[config.mk]
export PLATFORM = sky130hd
export DESIGN_NAME = udcms_top
export DESIGN_NICKNAME = d
export VERILOG_FILES = /design/src/hdl/udcms_pkg.sv /design/src/hdl/udcms_if.sv /design/src/hdl/udcms_edge.sv /design/src/hdl/udcms_top.sv
export SDC_FILE = /design/constraint.sdc
export NUM_CORES = 1
export LEC_CHECK = 0
export ABC_CLOCK_PERIOD_IN_PS = 6550
export BUFFER_PORTS_ARGS = -buffer_cell sky130_fd_sc_hd__buf_4
export CAP_MARGIN = 5
export CORE_AREA = 4 4 73 75
export CTS_CLUSTER_SIZE = 16
export DETAILED_ROUTE_END_ITERATION = 6
export DIE_AREA = 0 0 77 79
export GPL_ROUTABILITY_DRIVEN = 0
export GPL_TIMING_DRIVEN = 1
export PLACE_DENSITY = 0.82
export SLEW_MARGIN = 5
export SYNTH_ARGS = -nofsm -noshare
export SYNTH_HDL_FRONTEND = slang
export SYNTH_HIERARCHICAL = 1
export SYNTH_SLANG_ARGS = --single-unit
[constraint.sdc]
create_clock -name core_clk_in -period 6.55 [get_ports core_clk_in]
set_clock_uncertainty 0.2 [all_clocks]
set_input_delay 0.3275 -clock core_clk_in [delete_from_list [all_inputs] [get_ports core_clk_in]]
set_output_delay 0.3275 -clock core_clk_in [all_outputs]
set_load 0.005 [all_outputs]
[src/hdl/udcms_pkg.sv]
// Package with the constants of the up/down counter count-source selection block.
package udcms_pkg;
   localparam logic [31:0] CSMS_ADDR = 32'h0ffff5ee;
   localparam logic [2:0] CSMS_RESET = 3'h7;
   localparam int CSMS_FIELD_W = 3;
   localparam int PRESC_W = 7;
   localparam int CNT_W = 16;
   localparam int PIN_CLK = 0;
   localparam int PIN_DIR = 1;
   localparam logic [2:0] SEL_PROHIBITED = 3'h0;
   localparam logic [2:0] SEL_UDC_MODE1 = 3'h4;
   localparam logic [2:0] SEL_UDC_MODE2 = 3'h5;
   localparam logic [2:0] SEL_UDC_MODE3 = 3'h6;
   localparam logic [2:0] SEL_UDC_MODE4 = 3'h7;
   localparam logic [1:0] EDGE_FALL = 2'h0;
   localparam logic [1:0] EDGE_RISE = 2'h1;
   localparam logic [1:0] EDGE_BOTH = 2'h3;
   // Source of count events; one-hot codes.
   typedef enum logic [2:0] {
      SRC_NONE = 3'b001,
      SRC_PRESC = 3'b010,
      SRC_PIN = 3'b100
   } udcms_src_t;
endpackage

[src/hdl/udcms_if.sv]
// Interface carrying pin levels and edge pulses between edge detector and core.
`timescale 1ns/10ps
`default_nettype none
interface udcms_if;
   logic [1:0] lvl;
   logic [1:0] rise;
   logic [1:0] fall;
   modport producer (output lvl, output rise, output fall);
   modport consumer (input lvl, input rise, input fall);
endinterface
`default_nettype wire

[src/hdl/udcms_edge.sv]
// Edge detector for the two external count pins.
`timescale 1ns/10ps
`default_nettype none
module udcms_edge (
   input wire logic core_clk_in,
   input wire logic resetn_in,
   input wire logic ce_in,
   input wire logic [1:0] pin_in,
   udcms_if.producer edges
);
   logic [1:0] prev_r;

   always_ff @(posedge core_clk_in) begin
      if (!resetn_in) begin
         prev_r <= 2'h0;
      end else if (ce_in) begin
         prev_r <= pin_in;
      end
   end

   for (genvar i = 0; i < 2; i++) begin : g_pin
      assign edges.lvl[i] = pin_in[i];
      assign edges.rise[i] = pin_in[i] & ~prev_r[i];
      assign edges.fall[i] = ~pin_in[i] & prev_r[i];
   end
endmodule
`default_nettype wire

[src/hdl/udcms_top.sv]
// Count-source and count-mode selection with the 16-bit up/down main counter.
`timescale 1ns/10ps
`default_nettype none
module udcms_top #(
   parameter int CNT_WIDTH = udcms_pkg::CNT_W
) (
   input wire logic core_clk_in,
   input wire logic resetn_in,
   input wire logic ce_in,
   input wire logic [31:0] addr_in,
   input wire logic wr_en_in,
   input wire logic rd_en_in,
   input wire logic bit_access_in,
   input wire logic [2:0] bit_idx_in,
   input wire logic [7:0] wdata_in,
   input wire logic updown_counter_mode_in,
   input wire logic counter_run_enable_in,
   input wire logic [1:0] clk_edge_sel_in,
   input wire logic [1:0] dir_edge_sel_in,
   input wire logic ext_count_clock_pin_in,
   input wire logic ext_direction_pin_in,
   output logic [7:0] rdata_out,
   output logic [CNT_WIDTH-1:0] main_counter_out,
   output logic count_tick_out,
   output logic count_up_out
);
   import udcms_pkg::*;

   logic [CSMS_FIELD_W-1:0] csms_r;
   logic [PRESC_W-1:0] presc_r;
   logic [CNT_WIDTH-1:0] cnt_r;
   logic [7:0] rdata_r;
   logic tick_r;
   logic up_r;
   logic hit;
   logic [7:0] reg_byte;
   logic [7:0] div_mask;
   logic presc_tick;
   logic ev;
   logic up;
   logic clk_en;
   logic dir_en;
   udcms_src_t src;

   udcms_if edges ();

   udcms_edge u_edge (
      .core_clk_in(core_clk_in),
      .resetn_in(resetn_in),
      .ce_in(ce_in),
      .pin_in({ext_direction_pin_in, ext_count_clock_pin_in}),
      .edges(edges)
   );

   ////////////////////////////////////////////////////////////////////////////////
   // Register port.

   assign hit = (addr_in == CSMS_ADDR);
   assign reg_byte = {5'h0, csms_r};

   always_ff @(posedge core_clk_in) begin
      if (!resetn_in) begin
         csms_r <= CSMS_RESET;
      end else if (ce_in && wr_en_in && hit) begin
         if (bit_access_in) begin
            if (bit_idx_in < 3'(CSMS_FIELD_W)) begin
               csms_r[bit_idx_in[1:0]] <= wdata_in[0];
            end
         end else begin
            csms_r <= wdata_in[CSMS_FIELD_W-1:0];
         end
      end
   end

   always_ff @(posedge core_clk_in) begin
      if (!resetn_in) begin
         rdata_r <= 8'h00;
      end else if (ce_in && rd_en_in) begin
         if (!hit) begin
            rdata_r <= 8'h00;
         end else if (bit_access_in) begin
            rdata_r <= {7'h00, reg_byte[bit_idx_in]};
         end else begin
            rdata_r <= reg_byte;
         end
      end
   end

   ////////////////////////////////////////////////////////////////////////////////
   // Prescaler for general-purpose timer mode.

   assign div_mask = 8'((9'h1 << csms_r) - 9'h1);
   assign presc_tick = (csms_r != SEL_PROHIBITED) &&
                       ((presc_r & div_mask[PRESC_W-1:0]) == div_mask[PRESC_W-1:0]);

   always_ff @(posedge core_clk_in) begin
      if (!resetn_in) begin
         presc_r <= '0;
      end else if (ce_in) begin
         if (counter_run_enable_in && !updown_counter_mode_in) begin
            presc_r <= presc_r + 1'b1;
         end else begin
            presc_r <= '0;
         end
      end
   end

   ////////////////////////////////////////////////////////////////////////////////
   // Count event and direction selection.

   // Edge selection is honoured only in mode 4; other modes use rising edges.
   function automatic logic edge_ok(input logic [1:0] s, input logic r, input logic f);
      edge_ok = ((s == EDGE_RISE) && r) || ((s == EDGE_FALL) && f) ||
                ((s == EDGE_BOTH) && (r || f));
   endfunction

   assign clk_en = edge_ok(clk_edge_sel_in, edges.rise[PIN_CLK], edges.fall[PIN_CLK]);
   assign dir_en = edge_ok(dir_edge_sel_in, edges.rise[PIN_DIR], edges.fall[PIN_DIR]);

   always_comb begin
      ev = 1'b0;
      up = 1'b1;
      if (!updown_counter_mode_in) begin
         src = SRC_PRESC;
      end else if (csms_r[2]) begin
         src = SRC_PIN;
      end else begin
         src = SRC_NONE;
      end
      case (src)
         SRC_PRESC: begin
            ev = presc_tick;
         end
         SRC_PIN: begin
            case (csms_r)
               SEL_UDC_MODE1: begin
                  ev = edges.rise[PIN_CLK];
                  up = ~edges.lvl[PIN_DIR];
               end
               SEL_UDC_MODE2: begin
                  ev = edges.rise[PIN_CLK] ^ edges.rise[PIN_DIR];
                  up = edges.rise[PIN_CLK];
               end
               SEL_UDC_MODE3: begin
                  ev = edges.rise[PIN_CLK];
                  up = edges.lvl[PIN_DIR];
               end
               SEL_UDC_MODE4: begin
                  // Simultaneous edges on both pins are an invalid quadrature step.
                  ev = clk_en ^ dir_en;
                  if (clk_en) begin
                     up = edges.lvl[PIN_CLK] ^ edges.lvl[PIN_DIR];
                  end else begin
                     up = ~(edges.lvl[PIN_CLK] ^ edges.lvl[PIN_DIR]);
                  end
               end
               default: begin
                  ev = 1'b0;
               end
            endcase
         end
         default: begin
            ev = 1'b0;
         end
      endcase
   end

   ////////////////////////////////////////////////////////////////////////////////
   // Main counter and registered outputs.

   always_ff @(posedge core_clk_in) begin
      if (!resetn_in) begin
         cnt_r <= '0;
      end else if (ce_in && counter_run_enable_in && ev) begin
         cnt_r <= up ? cnt_r + 1'b1 : cnt_r - 1'b1;
      end
   end

   always_ff @(posedge core_clk_in) begin
      if (!resetn_in) begin
         tick_r <= 1'b0;
         up_r <= 1'b1;
      end else if (ce_in) begin
         tick_r <= counter_run_enable_in && ev;
         if (counter_run_enable_in && ev) begin
            up_r <= up;
         end
      end
   end

   assign rdata_out = rdata_r;
   assign main_counter_out = cnt_r;
   assign count_tick_out = tick_r;
   assign count_up_out = up_r;
endmodule
`default_nettype wire
==> key figures <==
STA
  – Fmax: 267 MHz
  – RSZ-0062 raised after global routing: no
  – TNS Setup: 0 ns
  – Crit path time final: 3.74 ns
  – Final worst-path cycle share: 0.571
  – Hold slack: 0.0610 ns
  – Slew headroom: 0.512
  – Tightest Pin Transition: 0.732 ns
  – Slew Viols, Final: 0
  – Final setup violation count: 0
  – Hold Fails Final Rpt: 0

Route
  – Total wire length: 6.19 mm
  – DRC viols: 0
  – DR WL met3: 316 um
  – Drt first pass iters: 4
  – DR WL/cell: 14.1 um
  – Post-DRT Antenna Nets: 0
  – Met1 Routed Length: 2.67 mm
  – Number of vias per cell: 5.74
  – DRT iter0 DRCs: 135
  – Routed wl met2: 3.17 mm
  – Highest routed layer: met4
  – Via Count: 2,514

Critical path
  – Worst EP required: 6.55 ns
  – Worst setup startpoint: u_edge/prev_r[0]$_SDFFE_PN0P_
  – CP max stage delay: 0.45 ns
  – Critical-path cell list: nor2b_1 > a21o_1 > a22o_1 > xnor2_1 > a41oi_1 > buf_4 > fa_1 > a211o_1 > o211ai_1 > a21oi_1 > a2111oi_0 > a31o_2 > o21ai_0 > a21oi_1
  – Critical setup path kind: flip-flop to flip-flop
  – Reg2reg start: u_edge/prev_r[0]$_SDFFE_PN0P_
  – Reg2Reg Setup Slack: 2.81 ns
  – Reg-to-Reg End: main_counter_out[10]$_SDFFE_PN0P_
  – R2R cell count: 14
  – Setup crit start kind: flip-flop
  – Setup crit end kind: flip-flop
  – Max FO, Critical Path: 17
  – Critical Path Most Common Cell: a21oi_1
  – Critical path's top delay family: compound AO/OA/AOI/OAI gates
  – Buffer and inverter count on the worst path: 1
  – Crit path DAT: 3.75 ns
  – Slowest stage cell, crit path: fa_1

Clocking
  – Clock Pin Slew Worst Setup and Hold Paths: 0.07 ns
  – Post-CTS setup repair buffer count: 0
  – Clock Tree Root: clkbuf_8
  – Clock sink count: 33
  – Clk buf depth: 2
  – CTS tree: done
  – Worst skew pair latency: 0.28 ns
  – Hold Buf Count CTS: 0
  – Clock buffer count from CTS: 5
  – CTS H-tree lvls: 2
  – PostCTS Resize Cnt: 0

Placed design
  – # placed instances: 430
  – Port-buffer cells: 72
  – HPWL after detailed placement: 4.75 mm
  – Post-DP Area: 3110 um^2

Global routing
  – Pin count of the biggest net entering global routing: 25
  – Vias in the first global route: 2,477
  – Grt total ovfl: 0
  – Initial antenna violation count: 0
  – First-pass GRT wire length: 10.5 mm
  – Gr usage total: 0.207

Floorplan
  – Die area: 6080 um^2
  – FP Rows: 25
  – Die X: 77 um
  – I/O pin count: 83
  – Core box area: 4660 um^2
  – Initial core utilization: 0.554
  – Chip Height: 79 um

Layout
  – Post-Layout Cell Count: 438
  – Layout area overhead: 23.9%
  – Layout cell share with drive strength beyond 1: 0.250
  – Final Instance Area: 3200 um^2
  – Fill count: 392
  – Nets: 457
  – Antenna fix cells: 0

Yosys
  – Mean area per synthesized cell: 8.19 um^2
  – Ys async rst share: 0
  – Synthesized area: 2580 um^2
  – Cell taking the most area after synthesis: dfxtp_1
  – Post-synth top flop: dfxtp_1
  – Ys Warns: 6
  – Mapped Cells: 315
  – Synth top area cells: dfxtp_1 26%, ha_1 7.8%, mux2i_1 5.4%
  – Post-synthesis register bit count: 33
  – Yosys top cell area share: 0.256
  – Register area share after synthesis: 0.256
  – Synth unique cells: 58
  – EDFF count, synth: 0

Min path
  – WHS Endpoint: csms_r[0]$_SDFFE_PN1P_
  – Hold Crit Class: primary input to flip-flop
  – Min-delay src: resetn_in
  – Hold-critical path depth: 2

Pwr
  – Peak supply drop: 0.164 mV
  – Design Power: 0.479 mW
  – Leak Pwr: 1.46 nW
  – PwrDens: 150 nW/um^2

Flow run
  – Max-cap violations: 0

Run status
  – Outcome: finished, final reports clean
## worst max-delay path by stage
stage	endpoint	slack [ns]	cells after the start
floorplan	main_counter_out[15]$_SDFFE_PN0P_	2.62	13
global placement	main_counter_out[10]$_SDFFE_PN0P_	2.81	15
detailed placement	main_counter_out[10]$_SDFFE_PN0P_	2.74	15
CTS	main_counter_out[10]$_SDFFE_PN0P_	2.81	14
global route	main_counter_out[10]$_SDFFE_PN0P_	2.53	13
finish	main_counter_out[10]$_SDFFE_PN0P_	2.81	14
## cells by family (layout without fill, tap and decap cells)
logic type	count (synthesis)	count (layout)	synth area share
and+or+nand+nor	116	116	0.244
AOI/OAI and AO/OA	83	83	0.223
DFF	33	33	0.256
buffers and inverters	28	93	0.0567
xor gates and xnor gates	22	22	0.0747
adders and majority gates	17	17	0.0854
muxes	15	15	0.0587
other	1	5	0.00145
## metal layers
metal / track usage / vias to the layer above
met5: 0 / -
met4: 0.0445 / 0
met3: 0.0465 / 5
met2: 0.399 / 63
met1: 0.232 / 1179
li1: - / 1267
## cells in the mapped netlist (4+ instances only)
cell,number
mux2i_1,14
buf_4,7
clkbuf_1,8
a211oi_2,4
xor2_1,6
nand2_1,27
nor2b_1,13
nand2b_1,6
a21oi_1,20
inv_1,11
o21ai_0,15
a21o_1,8
nand4_1,8
xnor2_1,16
a31oi_1,5
nor2_1,31
dfxtp_1,33
ha_1,16
## final cells by class
cell class | count | area, um^2 | share of cell area
multi-input cells | 258 | 1790 | 0.560
flip-flops and latches | 33 | 661 | 0.207
repair buffers | 74 | 556 | 0.174
clock buffers | 6 | 72.6 | 0.0227
well taps | 54 | 67.6 | 0.0211
inverters | 11 | 41.3 | 0.0129
clock inverters | 2 | 10.0 | 0.00313
## state kept, by name (all words and copies together), names as in the netlist
register	flops
count_up_out	1
u_edge/prev_r	2
rdata_out	3
presc_r	7
csms_r	3
count_tick_out	1
main_counter_out	16
## cells in the final DEF, fill, tap and decap left out, types with 11 or more instances in the layout
master and count:
dfxtp_1 33, nand2_1 27, xnor2_1 16, mux2i_1 14, o21ai_0 15, nor2b_1 13, buf_4 74, inv_1 11
ha_1 16, nor2_1 31, a21oi_1 20
## power by group
part | leakage [nW] | total (mW) | switching (mW) | internal (mW)
combinational | 1.15 | 0.122 | 0.0596 | 0.0624
sequential | 0.267 | 0.209 | 0.00411 | 0.205
clock | 0.0450 | 0.148 | 0.0748 | 0.0736
total | 1.46 | 0.479 | 0.139 | 0.341
## metrics by stage
stage                util  setup WS [ns]
global route        0.686           2.53
finish              0.686           2.81
global placement    0.668           2.81
floorplan               -           2.62
CTS                 0.686           2.81
detailed placement  0.668           2.74
## worst reg2reg max path, cell delays in order (launching register included)
cell and delay, ns:
dfxtp_1 0.32, nor2b_1 0.14, a21o_1 0.17, a22o_1 0.26, xnor2_1 0.17, a41oi_1 0.13, buf_4 0.24, fa_1 0.46
a211o_1 0.34, o211ai_1 0.15, a21oi_1 0.22, a2111oi_0 0.44, a31o_2 0.16, o21ai_0 0.08, a21oi_1 0.17
Note: power is estimated with default switching activity, not from simulation.
